## src/gpp_defines.svh

```systemverilog
/*
 * constants of the general purpose port: widths, pin positions, reset
 * values and remap masks.
 * assumes it is included by its bare name inside the port files.
 */
`ifndef GPP_DEFINES_SVH
`define GPP_DEFINES_SVH

// port width
`define GPP_NPINS 8
// pin that carries the clock output
`define GPP_CLKOUT_PIN 7
// pin that carries the event channel output
`define GPP_EVOUT_PIN 6
// reset values of the software registers
`define GPP_DIR_RST 8'h00
`define GPP_OUT_RST 8'h00
`define GPP_MASK_RST 8'h00
// pins used by each peripheral group at its default location
`define GPP_TC_PINS 8'h0F
`define GPP_USART_PINS 8'h0C
`define GPP_SPI_PINS 8'hF0
// remapped location is the default rotated by this many pins
`define GPP_REMAP_SHIFT 4

`endif

```

## src/gpp_pkg.sv

```systemverilog
/*
 * types of the general purpose port: pin configuration, software
 * access requests, alternate function carrier and state records.
 * assumes nothing beyond a SystemVerilog compiler.
 */
`default_nettype none

package gpp_pkg;

  // output driver and pull choice of a pin
  typedef enum logic [2:0] {
    GPP_OPC_TOTEM, GPP_OPC_BUSKEEP, GPP_OPC_PULLDN, GPP_OPC_PULLUP,
    GPP_OPC_WOR, GPP_OPC_WAND, GPP_OPC_WOR_PD, GPP_OPC_WAND_PU
  } gpp_opc_type;

  // input sense condition of a pin
  typedef enum logic [1:0] {
    GPP_ISC_BOTH, GPP_ISC_RISE, GPP_ISC_FALL, GPP_ISC_LOW
  } gpp_isc_type;

  // per pin configuration record
  typedef struct packed {
    logic inv;
    logic slew;
    gpp_opc_type opc;
    gpp_isc_type isc;
  } gpp_pin_cfg_type;

  // register targeted by an access
  typedef enum logic [1:0] {
    GPP_TGT_DIR, GPP_TGT_OUT, GPP_TGT_MASK0, GPP_TGT_MASK1
  } gpp_target_type;

  // kind of update
  typedef enum logic [1:0] {
    GPP_OP_WRITE, GPP_OP_SET, GPP_OP_CLR, GPP_OP_TGL
  } gpp_op_type;

  // whole-register access through write/set/clear/toggle locations
  typedef struct packed {
    logic valid;
    gpp_target_type target;
    gpp_op_type op;
    logic [7:0] data;
  } gpp_access_type;

  // single bit access through the bit addressable space
  typedef struct packed {
    logic valid;
    gpp_target_type target;
    logic value;
    logic [2:0] idx;
  } gpp_bit_access_type;

  // alternate function request, one bit per pin
  typedef struct packed {
    logic [7:0] en;
    logic [7:0] val;
  } gpp_alt_type;

  // state of one pin input cell
  typedef struct packed {
    logic s1;
    logic s2;
    logic prev;
    logic evt;
  } gpp_cell_state_type;

  // state of the whole port
  typedef struct packed {
    logic [7:0] dir;
    logic [7:0] out;
    logic [7:0] mask0;
    logic [7:0] mask1;
    gpp_pin_cfg_type [7:0] cfg;
    logic [7:0] keep;
    logic [1:0] intf;
    logic [7:0] drv;
    logic [7:0] oe_b;
    logic [7:0] pu;
    logic [7:0] pd;
  } gpp_state_type;

endpackage

`default_nettype wire

```

## src/gpp_pin_cell.sv

```systemverilog
/*
 * input cell of one port pin: inversion, two stage synchroniser,
 * edge or level detection and the clockless wake compare.
 * assumes the pin input is free running and may be asynchronous.
 */
`timescale 1ns/100ps
`default_nettype none

module gpp_pin_cell
  import gpp_pkg::*;
(
  // clock and reset
  input wire logic clk_i,
  input wire logic rst_b_i,
  // pin and configuration
  input wire logic pin_i,
  input wire logic inv_i,
  input wire gpp_isc_type isc_i,
  input wire logic clk_en_i,
  // results
  output logic level_o,
  output logic evt_o,
  output logic wake_o
);

  gpp_cell_state_type st; // registered state
  gpp_cell_state_type next_st; // next state
  logic inv_pin; // pin after optional inversion

  // inversion sits in front of all sensing
  assign inv_pin = pin_i ^ inv_i;

  // next state
  always_comb
  begin
    next_st = st;
    next_st.s1 = inv_pin;
    next_st.s2 = st.s1;
    next_st.evt = 1'b0;
    // edges are only judged while the port clock is enabled
    if (clk_en_i)
    begin
      next_st.prev = st.s2;
      unique case (isc_i)
        GPP_ISC_BOTH: next_st.evt = st.s2 ^ st.prev;
        GPP_ISC_RISE: next_st.evt = st.s2 & ~st.prev;
        GPP_ISC_FALL: next_st.evt = ~st.s2 & st.prev;
        GPP_ISC_LOW: next_st.evt = ~st.s2;
      endcase
    end
  end

  // state register
  always_ff @(posedge clk_i or negedge rst_b_i)
  begin
    if (!rst_b_i)
      st <= '0;
    else
      st <= next_st;
  end

  assign level_o = st.s2;
  assign evt_o = st.evt;
  // clockless path: compares the raw pin with the level held when the
  // clock stopped, so no edge is needed to see a change
  assign wake_o = ~clk_en_i & ((isc_i == GPP_ISC_LOW) ? ~inv_pin
                                                     : (inv_pin ^ st.prev));

endmodule

`default_nettype wire

```

## src/gpp_port.sv

```systemverilog
/*
 * eight pin general purpose port: direction, drive and pull per pin,
 * hardware bit update accesses, input sensing, two port interrupts,
 * clock and event outputs, alternate function takeover and remap.
 * assumes all control inputs are synchronous to clk_i and that the
 * pad outside resolves drive, enable and weak pulls into a wire.
 */
`timescale 1ns/100ps
`default_nettype none
`include "gpp_defines.svh"

// What this block does
// - eight pins, each configured on its own
// - per pin direction, eight output configurations, optional inversion
// - bus keeper weakly holds last driven level
// - sense both, rising, falling edge or low
// - clockless pin change raises a wake request
// - synchronous sensing only while port clock runs
// - inversion applied before input sensing
// - two interrupts, each with own pin mask
// - interrupt raised by masked pin sense event
// - set, clear, toggle change only addressed bits
// - direction change leaves other pins alone
// - one write configures several pins at once
// - pulls on inputs and wired configurations
// - peripheral or real time clock out on pin
// - event channel out on a pin
// - usart, spi, timer pins remappable
// - enabled peripheral takes over its pins
// - single bit access to port registers
// - per pin slew rate limitation
module gpp_port
  import gpp_pkg::*;
(
  // clock and reset
  input wire logic clk_i,
  input wire logic rst_b_i,
  // software accesses
  input wire gpp_access_type access_i,
  input wire gpp_bit_access_type bit_access_i,
  input wire logic cfg_wr_i,
  input wire logic [7:0] cfg_mask_i,
  input wire gpp_pin_cfg_type cfg_i,
  input wire logic [1:0] int_clr_i,
  input wire logic clk_en_i,
  // clock and event outputs
  input wire logic clkout_en_i,
  input wire logic clkout_rtc_i,
  input wire logic clkper_i,
  input wire logic rtc_clk_i,
  input wire logic evout_en_i,
  input wire logic [2:0] evout_sel_i,
  input wire logic [7:0] ev_chan_i,
  // peripheral alternate functions
  input wire gpp_alt_type tc_alt_i,
  input wire gpp_alt_type usart_alt_i,
  input wire gpp_alt_type spi_alt_i,
  input wire logic [2:0] remap_i,
  // pins
  input wire logic [7:0] port_pin_n_i,
  output logic [7:0] port_pin_n_o,
  output logic [7:0] port_pin_n_oe_b_o,
  output logic [7:0] pull_up_o,
  output logic [7:0] pull_dn_o,
  output logic [7:0] slew_limit_o,
  // state seen by software and the system
  output logic [7:0] dir_o,
  output logic [7:0] out_o,
  output logic [7:0] pin_level_o,
  output logic [7:0] sense_evt_o,
  output logic [1:0] int_o,
  output logic wake_o
);

  // ***********************************************************
  // state and helpers
  // ***********************************************************

  gpp_state_type st; // all registers of the port
  gpp_state_type next_st; // next value of them
  logic [7:0] inv_vec; // inversion bit of every pin
  logic [7:0] evt; // sense events from the cells
  logic [7:0] wake_vec; // clockless change per pin
  logic [7:0] alt_en; // pins taken by peripherals after remap
  logic [7:0] alt_val; // values those peripherals drive

  // one whole-register update; a write replaces, the others only
  // touch the bits written as one
  function automatic logic [7:0] apply_op(input logic [7:0] cur,
                                          input gpp_op_type op,
                                          input logic [7:0] data);
    logic [7:0] res;
    res = cur;
    unique case (op)
      GPP_OP_WRITE: res = data;
      GPP_OP_SET: res = cur | data;
      GPP_OP_CLR: res = cur & ~data;
      GPP_OP_TGL: res = cur ^ data;
    endcase
    return res;
  endfunction

  // applies both access kinds to one target register
  function automatic logic [7:0] update(input logic [7:0] cur,
                                        input gpp_target_type tgt,
                                        input gpp_access_type acc,
                                        input gpp_bit_access_type bacc);
    logic [7:0] res;
    logic [7:0] bit_mask;
    res = cur;
    bit_mask = 8'h01 << bacc.idx;
    if (acc.valid && acc.target == tgt)
      res = apply_op(res, acc.op, acc.data);
    // a single bit access is a set or clear of one lane, so it
    // cannot disturb the neighbours even on the same cycle
    if (bacc.valid && bacc.target == tgt)
      res = bacc.value ? (res | bit_mask) : (res & ~bit_mask);
    return res;
  endfunction

  // moves a group to its other location by rotating the pin index
  function automatic logic [7:0] rot(input logic [7:0] v,
                                     input logic on);
    return on ? {v[3:0], v[7:4]} : v;
  endfunction

  // configuration of every pin after a multi pin write
  function automatic gpp_pin_cfg_type [7:0] merge_cfg(
    input gpp_pin_cfg_type [7:0] cur,
    input logic [7:0] mask,
    input gpp_pin_cfg_type val);
    gpp_pin_cfg_type [7:0] res;
    res = cur;
    for (int i = 0; i < `GPP_NPINS; i++)
      if (mask[i])
        res[i] = val;
    return res;
  endfunction

  // ***********************************************************
  // input cells
  // ***********************************************************

  // one cell per pin; each carries its own synchroniser so sensing
  // never looks at a metastable first stage
  for (genvar g = 0; g < `GPP_NPINS; g++)
  begin : g_cell
    assign inv_vec[g] = st.cfg[g].inv;
    gpp_pin_cell u_cell (
      .clk_i(clk_i),
      .rst_b_i(rst_b_i),
      .pin_i(port_pin_n_i[g]),
      .inv_i(st.cfg[g].inv),
      .isc_i(st.cfg[g].isc),
      .clk_en_i(clk_en_i),
      .level_o(pin_level_o[g]),
      .evt_o(evt[g]),
      .wake_o(wake_vec[g])
    );
  end

  // ***********************************************************
  // alternate functions
  // ***********************************************************

  // later groups win where two enabled peripherals claim one pin;
  // a user must not enable overlapping functions deliberately
  always_comb
  begin
    alt_en = '0;
    alt_val = '0;
    for (int i = 0; i < `GPP_NPINS; i++)
    begin
      logic [7:0] tce;
      logic [7:0] tcv;
      logic [7:0] use_;
      logic [7:0] usv;
      logic [7:0] spe;
      logic [7:0] spv;
      tce = rot(tc_alt_i.en & `GPP_TC_PINS, remap_i[0]);
      tcv = rot(tc_alt_i.val, remap_i[0]);
      use_ = rot(usart_alt_i.en & `GPP_USART_PINS, remap_i[1]);
      usv = rot(usart_alt_i.val, remap_i[1]);
      spe = rot(spi_alt_i.en & `GPP_SPI_PINS, remap_i[2]);
      spv = rot(spi_alt_i.val, remap_i[2]);
      if (tce[i])
      begin
        alt_en[i] = 1'b1;
        alt_val[i] = tcv[i];
      end
      if (use_[i])
      begin
        alt_en[i] = 1'b1;
        alt_val[i] = usv[i];
      end
      if (spe[i])
      begin
        alt_en[i] = 1'b1;
        alt_val[i] = spv[i];
      end
    end
  end

  // ***********************************************************
  // next state
  // ***********************************************************

  always_comb
  begin
    next_st = st;
    // software registers; each bit stands alone
    next_st.dir = update(st.dir, GPP_TGT_DIR, access_i, bit_access_i);
    next_st.out = update(st.out, GPP_TGT_OUT, access_i, bit_access_i);
    next_st.mask0 = update(st.mask0, GPP_TGT_MASK0, access_i,
                           bit_access_i);
    next_st.mask1 = update(st.mask1, GPP_TGT_MASK1, access_i,
                           bit_access_i);
    // several pins take one configuration in one write
    if (cfg_wr_i)
      next_st.cfg = merge_cfg(st.cfg, cfg_mask_i, cfg_i);
    // interrupt flags: a new event beats a clear in the same cycle
    for (int k = 0; k < 2; k++)
    begin
      logic [7:0] m;
      m = (k == 0) ? st.mask0 : st.mask1;
      if (int_clr_i[k])
        next_st.intf[k] = 1'b0;
      if (|(evt & m))
        next_st.intf[k] = 1'b1;
    end
    // pin drivers, registered so the pad sees clean levels
    for (int i = 0; i < `GPP_NPINS; i++)
    begin
      logic src_en;
      logic val;
      logic v;
      logic drive;
      drive = 1'b0;
      src_en = st.dir[i] | alt_en[i];
      val = alt_en[i] ? alt_val[i] : st.out[i];
      if (i == `GPP_EVOUT_PIN && evout_en_i)
      begin
        src_en = 1'b1;
        val = ev_chan_i[evout_sel_i];
      end
      if (i == `GPP_CLKOUT_PIN && clkout_en_i)
      begin
        src_en = 1'b1;
        val = clkout_rtc_i ? rtc_clk_i : clkper_i;
      end
      v = val ^ st.cfg[i].inv;
      // wired modes drive only their dominant level
      unique case (st.cfg[i].opc)
        GPP_OPC_WOR, GPP_OPC_WOR_PD: drive = src_en & v;
        GPP_OPC_WAND, GPP_OPC_WAND_PU: drive = src_en & ~v;
        default: drive = src_en;
      endcase
      next_st.drv[i] = v;
      next_st.oe_b[i] = ~drive;
      // the keeper remembers the last level actually driven
      if (!st.oe_b[i])
        next_st.keep[i] = st.drv[i];
      next_st.pu[i] = 1'b0;
      next_st.pd[i] = 1'b0;
      unique case (st.cfg[i].opc)
        GPP_OPC_PULLUP: next_st.pu[i] = ~drive;
        GPP_OPC_PULLDN: next_st.pd[i] = ~drive;
        GPP_OPC_WAND_PU: next_st.pu[i] = 1'b1;
        GPP_OPC_WOR_PD: next_st.pd[i] = 1'b1;
        GPP_OPC_BUSKEEP:
        begin
          next_st.pu[i] = ~drive & next_st.keep[i];
          next_st.pd[i] = ~drive & ~next_st.keep[i];
        end
        default:
        begin
          next_st.pu[i] = 1'b0;
          next_st.pd[i] = 1'b0;
        end
      endcase
    end
  end

  // ***********************************************************
  // registers and outputs
  // ***********************************************************

  // state register; all pins float with no pulls after reset
  always_ff @(posedge clk_i or negedge rst_b_i)
  begin
    if (!rst_b_i)
    begin
      st <= '0;
      st.dir <= `GPP_DIR_RST;
      st.out <= `GPP_OUT_RST;
      st.mask0 <= `GPP_MASK_RST;
      st.mask1 <= `GPP_MASK_RST;
      st.oe_b <= 8'hFF;
    end
    else
      st <= next_st;
  end

  // slew limit is a plain per pin configuration bit
  always_comb
  begin
    for (int i = 0; i < `GPP_NPINS; i++)
      slew_limit_o[i] = st.cfg[i].slew;
  end

  assign port_pin_n_o = st.drv;
  assign port_pin_n_oe_b_o = st.oe_b;
  assign pull_up_o = st.pu;
  assign pull_dn_o = st.pd;
  assign dir_o = st.dir;
  assign out_o = st.out;
  assign sense_evt_o = evt;
  assign int_o = st.intf;
  // any masked pin may wake the device while the clock is off
  assign wake_o = |(wake_vec & (st.mask0 | st.mask1));

  // ***********************************************************
  // assertions
  // ***********************************************************

  a_set_dir_only: assert property (@(posedge clk_i) disable iff (!rst_b_i)
    access_i.valid && access_i.target == GPP_TGT_DIR &&
    access_i.op == GPP_OP_SET && !bit_access_i.valid
    |=> st.dir == ($past(st.dir) | $past(access_i.data)))
    else $error("direction set touched other pins");

  a_toggle_out: assert property (@(posedge clk_i) disable iff (!rst_b_i)
    access_i.valid && access_i.target == GPP_TGT_OUT &&
    access_i.op == GPP_OP_TGL && !bit_access_i.valid
    |=> st.out == ($past(st.out) ^ $past(access_i.data)))
    else $error("toggle of output register wrong");

  a_single_bit: assert property (@(posedge clk_i) disable iff (!rst_b_i)
    bit_access_i.valid && bit_access_i.target == GPP_TGT_OUT
    |=> st.out[$past(bit_access_i.idx)] == $past(bit_access_i.value))
    else $error("single bit access lost");

  a_multi_cfg: assert property (@(posedge clk_i) disable iff (!rst_b_i)
    cfg_wr_i |=> st.cfg == merge_cfg($past(st.cfg), $past(cfg_mask_i),
                                     $past(cfg_i)))
    else $error("multi pin configuration wrong");

  a_int_raise: assert property (@(posedge clk_i) disable iff (!rst_b_i)
    |(evt & st.mask0) |=> int_o[0])
    else $error("port interrupt 0 not raised");

  a_sync_gate: assert property (@(posedge clk_i) disable iff (!rst_b_i)
    !clk_en_i ##1 !clk_en_i |-> evt == 8'h00)
    else $error("sensing active with clock off");

  a_wake_clockless: assert property (@(posedge clk_i) disable iff (!rst_b_i)
    wake_o |-> !clk_en_i)
    else $error("wake raised while clocked");

  a_keeper_pulls: assert property (@(posedge clk_i) disable iff (!rst_b_i)
    (pull_up_o & pull_dn_o) == 8'h00)
    else $error("pull up and down together");

  a_sync_depth: assert property (@(posedge clk_i) disable iff (!rst_b_i)
    !cfg_wr_i ##1 !cfg_wr_i ##1 !cfg_wr_i
    |-> pin_level_o == ($past(port_pin_n_i, 2) ^ inv_vec))
    else $error("pin level not two stages behind");

  a_input_float: assert property (@(posedge clk_i) disable iff (!rst_b_i)
    !clkout_en_i && !evout_en_i
    |=> (port_pin_n_oe_b_o | $past(st.dir | alt_en)) == 8'hFF)
    else $error("input pin driven");

endmodule

`default_nettype wire

```

## config.mk

```make
export PLATFORM = sky130hd
export DESIGN_NAME = gpp_port
export DESIGN_NICKNAME = d
export VERILOG_FILES = /design/src/gpp_pkg.sv /design/src/gpp_pin_cell.sv /design/src/gpp_port.sv
export VERILOG_INCLUDE_DIRS = /design/src
export SDC_FILE = /design/constraint.sdc
export NUM_CORES = 1
export LEC_CHECK = 0
export ABC_AREA = 0
export BUFFER_PORTS_ARGS = -buffer_cell sky130_fd_sc_hd__clkbuf_2
export CORE_ASPECT_RATIO = 0.75
export CORE_MARGIN = 2
export CORE_UTILIZATION = 57
export DETAILED_ROUTE_END_ITERATION = 8
export PLACE_DENSITY = 0.82
export SETUP_SLACK_MARGIN = 0.3
export SLEW_MARGIN = 10
export SYNTH_ARGS = -nofsm -noshare
export SYNTH_HDL_FRONTEND = slang
export SYNTH_SLANG_ARGS = --single-unit
```

## constraint.sdc

```tcl
create_clock -name clk_i -period 1.56 [get_ports clk_i]
set_input_delay 0.156 -clock clk_i [delete_from_list [all_inputs] [get_ports clk_i]]
set_output_delay 0.156 -clock clk_i [all_outputs]
set_load 0.03 [all_outputs]
```

---- Word level (Yosys, flattened, before mapping) ----
Index checks and enable logic that the tools add are counted.
operators by class
  order comparisons ....................... 1
  shift-type cells ........................ 1
  bitwise logic cells ..................... 171
  reductions and logical operators ........ 48
  equality and inequality tests ........... 89
  mux-type cells .......................... 145
operator list
  cell                  number
  $mux W8               18
  $pmux W8 S4           4
  $eq A3 B3 Y1 const B  32
  $mux W1               90
  $and A8 B8 Y8         11
  $or A8 B8 Y8          9
  $and A1 B1 Y1         56
  $not A1 Y1            49
  $eq A3 B2 Y1 const B  16
  $pmux W1 S3           16
  $eq A2 B2 Y1 const B  22
  $pmux W1 S4           8
  $reduce_or A2 Y1      16
  $xor A1 B1 Y1         32
  $xor A8 B8 Y8         4
  $eq A3 B1 Y1 const B  8
  $reduce_or A8 Y1      3
  $eq A2 B1 Y1 const B  11
  $logic_not A2 Y1      11
  $not A8 Y8            2
  $pmux W1 S2           8
  $reduce_and A2 Y1     8
  $logic_and A1 B1 Y1   8
  $or A1 B1 Y1          8
  other kinds (4)       5
storage, ports and cells
  logic and storage cells ................. 530
  output and inout port bits .............. 75
  bits in registers ....................... 162
  input bits .............................. 116

---- Depth between registers and ports, before layout ----
  word-level depth ........................ 13
  mapped depth ............................ 9
  gate-level depth less buffers ........... 8

---- By module ----
A second synthesis with hierarchy kept.
unflattened totals
  cells, all modules ...................... 1005
  area total of the unflattened synthesis .. 9943.3 µm²
modules (own cells, without submodules)
  module        instances  area an instance (µm²)  cells each
  gpp_port      1          8291.7                  869
  gpp_pin_cell  8          206.4                   17

---- Worst setup path after synthesis ----
OpenSTA, ideal clock, no wires.
  path type ............................... register -> output
  from .................................... register st (netlist bit inv_vec[2])
  to ...................................... output port wake_o
  stages on the path, launching flop included .. 7
  arrival ................................. 1.358 ns
  buffers on the path ..................... 0
  slack ................................... 0.046 ns
  path through ............................ dfrtp_1 -> xor2_1 -> xnor2_1 -> o21ai_0 -> nand4_1 -> nor2_1 -> nor2_1
on the way
  cells in the longest elaborated chain, start to end .. 6
ends and longest elaborated chain
  item                                                RTL line                                text
  from (decl)                                         gpp_port.sv:79                          gpp_state_type st;
  from (signal assigned)                              gpp_port.sv:301                         st <= next_st;
  $xor A1 B1 Y1 (*)                                   gpp_pin_cell.sv:31                      assign inv_pin = pin_i ^ inv_i;
  net g_cell[2].u_cell.inv_pin                        gpp_pin_cell.sv:28                      logic inv_pin;
  $xor A1 B1 Y1 / $not A1 Y1 (equally long branches)  gpp_pin_cell.sv:67, gpp_pin_cell.sv:66
  $mux W1 (*)                                         gpp_pin_cell.sv:66                      assign wake_o = ~clk_en_i & ((isc_i == GPP_ISC_LOW) ? ~inv_pin
  $and A1 B1 Y1 (*)                                   gpp_pin_cell.sv:66
  $and A8 B8 Y8 (*)                                   gpp_port.sv:320                         assign wake_o = |(wake_vec & (st.mask0 | st.mask1));
  $reduce_or A8 Y1 (*)                                gpp_port.sv:320
  to (decl)                                           gpp_port.sv:72                          output logic wake_o
Mark *: on every way through the listed nets, which the timed path passes. The rest lies on a longest branch.

---- Worst setup path in the final report ----
  from .................................... register st[64] (netlist bit)
  to ...................................... output port wake_o
on the way
  cells in the longest elaborated chain, start to end .. 5
ends and longest elaborated chain
  item              RTL line
  $eq A2 B2 Y1      gpp_pin_cell.sv:66
  $mux W1           gpp_pin_cell.sv:66
  $and A1 B1 Y1     gpp_pin_cell.sv:66
  $and A8 B8 Y8     gpp_port.sv:320
  $reduce_or A8 Y1  gpp_port.sv:320
Every way passes these cells.

==> results.md <==
Synth:
- The synthesized area per cell is roughly 10 um^2.
- The synthesized netlist contains 48 unique library cells.
- Counting flops and latches in the post-synthesis netlist gives about 160.
- Yosys printed 0 warnings.
- The post-synthesis instance area is around 10000 um^2.
- Of the synthesized area, sequential elements account for 40.6%.
- The net count after synthesis is ~1200.
- Of all cell types, the one taking the most synthesized area is sky130_fd_sc_hd__dfrtp_1.
- The fraction of synthesized cell area taken by the top area cell type is 38.5%.
- The synthesized instance count is just over 1000.
- After synthesis, the cell types taking the most area are sky130_fd_sc_hd__dfrtp_1 38%, sky130_fd_sc_hd__ha_1 10%, sky130_fd_sc_hd__mux2_2 7.0%.

Placement:
- Summed over all nets, the half-perimeter wirelength after detailed placement is 19800 um.
- The number of placed instances, taps included is around 1400.
- Prior to clock tree synthesis, the placed netlist has a worst setup slack of -78.9 ps.
- The count of buffers from port buffering is 162.
- The global placer's final weighted congestion is between 0.8 and 0.9.

Clock tree:
- TritonCTS built the clock tree.
- The longest clock path from root to sink contains 2 buffers.
- In this run the number of H-tree levels came out at 4.
- The root cell of the clock tree is sky130_fd_sc_hd__clkbuf_16.
- Clock-pin slew was measured on the worst setup and hold paths at 70 ps.
- The number of hold buffers added after CTS was 2.
- For this design, the sink count on the clock tree is 162.
- The clock reaches the later pin of the worst-skew pair after 450 ps.
- Buffers inserted during clock tree synthesis total 17.

Layout:
- The most common cell after layout, fill and taps aside is sky130_fd_sc_hd__dfrtp_1.
- The filler cell count is 828.
- For this run, the share of the core covered by cells in the final layout is 81.3%.
- The layout cell share with drive strength beyond 1 is 53.9%.
- Summing all multi-input logic gate instances after layout gives 6320 um^2.
- The synthesis-to-finish area growth is 38.2%.
- Leaving out fill and tap cells, the most frequent cells in the layout are 128 x sky130_fd_sc_hd__dfrtp_1, 122 x sky130_fd_sc_hd__clkbuf_2, 88 x sky130_fd_sc_hd__buf_4, 66 x sky130_fd_sc_hd__nand2_1, 64 x sky130_fd_sc_hd__nor2_1.
- The register area is 4100 um^2.
- The non-filler instance count after layout is 1467.
- The final layout contains 1413 nets.

Hold path:
- The worst hold path was traced through 2 stages.
- The startpoint identified for the worst hold timing path is port_pin_n_i[2].
- The path class of the tightest hold or removal check is input port to register.
- The worst hold path terminates at g_cell[2].u_cell.next_st[2].

Detailed routing:
- Using the TritonRoute via totals, the vias-per-cell ratio works out to 6.64.
- The detailed router finished its first iteration with 1552 violations.
- The via total after detailed routing is 9748.
- The number of search-and-repair iterations in the first detailed-routing pass is 6.
- The post-detailed-route wirelength per cell is about 26 um.
- The total wire length after detailed routing is 38800 um.
- The detail route stage leaves a number of antenna-violating nets equal to 0.
- In the routed design, unresolved DRC markers number 0.

Global route:
- Entering global routing, the biggest net connects 52 pins.
- Global routing used between 30 and 40% of the available tracks across all layers.
- The first global-routing pass estimated about 48000 um of wire.
- The total overflow left after global routing is 0.
- The number of antenna violations at the first check in global routing was 2.
- The via count of the first global-routing pass is just under 9000.

Timing:
- The final number of max-transition violations is 0.
- The number of hold-slack violations in the final timing report is 1.
- The smallest setup slack after layout is -635 ps.
- At the pin with the least slew margin, the transition time is 910 ps.
- The minimum period implied by the final worst setup slack is 2200 ps.
- The post-route setup TNS is -1330 ps.
- The worst relative slew slack is 39.2%.
- Setup violations remaining at the end of the flow were counted as 14.
- The worst-case clock skew is 10.1 ps.
- The worst hold-check slack is -23.4 ps.
- Setup repair after global routing could not meet its margin everywhere.
- Of the available clock period, the critical path in the final layout requires 141%.
- The upper clock frequency limit is 0.456 GHz.

Setup path:
- The delay contributed by the slowest stage of the critical path is 490 ps.
- Measured in cells, the most critical reg-to-reg path has a length of 7.
- Traced cell by cell, the critical path runs through a21oi_1 -> xnor2_1 -> o21ai_0 -> nand4_1 -> nor2_2 -> nor2_2 -> clkbuf_8.
- The data required time of the worst path is 1400 ps.
- The worst setup path is captured at a primary output.
- On the critical path, the stage with the largest delay is an instance of sky130_fd_sc_hd__dfrtp_1.
- The startpoint identified for the worst register-to-register timing path is st[98].
- For flop-to-flop paths, the worst setup slack is -140 ps.
- The arrival time reported for the critical path endpoint is 2040 ps.
- The maximum fanout encountered on the critical timing path is 3.
- The class of the most critical setup path is register to primary output.
- The cell that appears most often on the critical path is sky130_fd_sc_hd__nor2_2.
- The kind of start point of the critical path is a register.
- In this run the critical register-to-register path is captured at st[98].

Floorplan:
- The full die area is ~19000 um^2.
- The I/O pin count is roughly 190.
- The die span in x is 157 um.
- The total area inside the core boundary comes to 17000 um^2.
- The count of standard-cell rows is 41.
- The initial core utilization is 58.8%.
- The die height is ~120 um.

Status:
- The run finished, with violations left.
- The final reports fail on hold timing, setup timing.

Pwr:
- In this run the power density over the cells is 1310 nW/um^2.
- The analysis attributes to cell leakage a power of 6.19 nW.
- The maximum resistive drop on vdd is around 860 uV.

Job:
- The count of maximum capacitance violations is 0.
-- layer usage --
metal / global-route usage (%) / vias up / wire [um]
li1: - / 3858 / -
met1: 44.4 / 4699 / 14000
met2: 53.3 / 919 / 17300
met3: 8.65 / 270 / 4810
met4: 16.8 / 2 / 2720
met5: 0 / - / 9
-- sequential cells by signal, indices dropped and copies added, names as in the netlist --
| register | cells |
|---|---|
| g_cell.u_cell.evt_o | 8 |
| pull_dn_o | 8 |
| dir_o | 8 |
| slew_limit_o | 8 |
| pull_up_o | 8 |
| g_cell.u_cell.st | 8 |
| port_pin_n_o | 8 |
| inv_vec | 8 |
| g_cell.u_cell.next_st | 8 |
| out_o | 8 |
| port_pin_n_oe_b_o | 8 |
| g_cell.u_cell.level_o | 8 |
| st | 64 |
| int_o | 2 |
-- worst max-delay path by stage --
stage,from,to,slack [ps],cells after the start
after floorplan,out_o[2],out_o[2],160,7
after global placement,inv_vec[1],wake_o,-80,7
after detailed placement,inv_vec[1],wake_o,-80,7
after CTS,inv_vec[1],wake_o,-400,7
after global routing,st[64],wake_o,-730,7
final,st[64],wake_o,-640,7
-- area by class of cell --
type | instances | share of cell area (%)
multi-input cells | 670 | 45.6
flip-flops and latches | 162 | 29.6
repair buffers | 290 | 16.4
clock buffers | 18 | 3.10
well taps | 236 | 2.13
inverters | 76 | 2.11
clock inverters | 14 | 0.985
diodes | 1 | 0.0181
-- kinds of logic after synthesis --
kind of cell | after synthesis | share of synthesized area [%]
multiplexers | 89 | 10.8
AO/OA/AOI/OAI | 235 | 14.6
buffers and inverters | 187 | 10.1
AND/OR/NAND/NOR | 232 | 11.0
XOR/XNOR | 34 | 3.05
flip-flops | 162 | 40.6
adder cells (fa/ha/maj) | 80 | 9.99
-- per-stage QoR --
stage	cell area (um^2)	total power, mW
global placement	11000	10.6
finish	13800	18.1
detailed placement	11000	10.8
CTS	12900	16.1
floorplan	10000	9.52
global route	13800	18.6
-- timing repair --
action                                  in CTS  in global routing
buffers inserted                            21                 28
endpoints found under the setup margin      91                104
pin swaps                                   77                 71
hold endpoints to repair                    44                  1
gates resized for setup                    277                185
-- Yosys cell counts (all sizes together) --
master / n
nand2: 71
nand4: 13
a222oi: 2
a31oi: 3
nor3b: 4
xnor2: 21
a211oi: 45
nor2b: 15
and2: 8
o21bai: 1
dfrtp: 154
or3b: 3
o221a: 6
a22o: 4
clkbuf: 21
mux2i: 18
or2: 1
nor3: 7
a21oi: 77
or3: 1
a221oi: 3
nor2: 81
nand2b: 7
and3: 4
mux2: 62
xor2: 13
a31o: 8
nand3: 9
o21ai: 67
and3b: 5
inv: 76
buf: 90
mux4: 9
ha: 80
o211ai: 8
dfstp: 8
a41o: 1
a22oi: 2
a21o: 8
nand3b: 3
-- critical path: cells and delay by family, from the launching register on --
family | cells | cell delay [ps]
AOI/OAI and AO/OA | 2 | 420
xor gates and xnor gates | 1 | 100
buffers and inverters | 1 | 170
DFF | 1 | 490
and+or+nand+nor | 3 | 400
-- report_power, final --
part	switching [mW]	total [mW]	internal [mW]
sequential	1.14	6.31	5.17
clock	2.06	4.18	2.12
combinational	4.03	7.58	3.55
total	7.24	18.1	10.8
No activity file was read; power rests on OpenSTA's default activity.
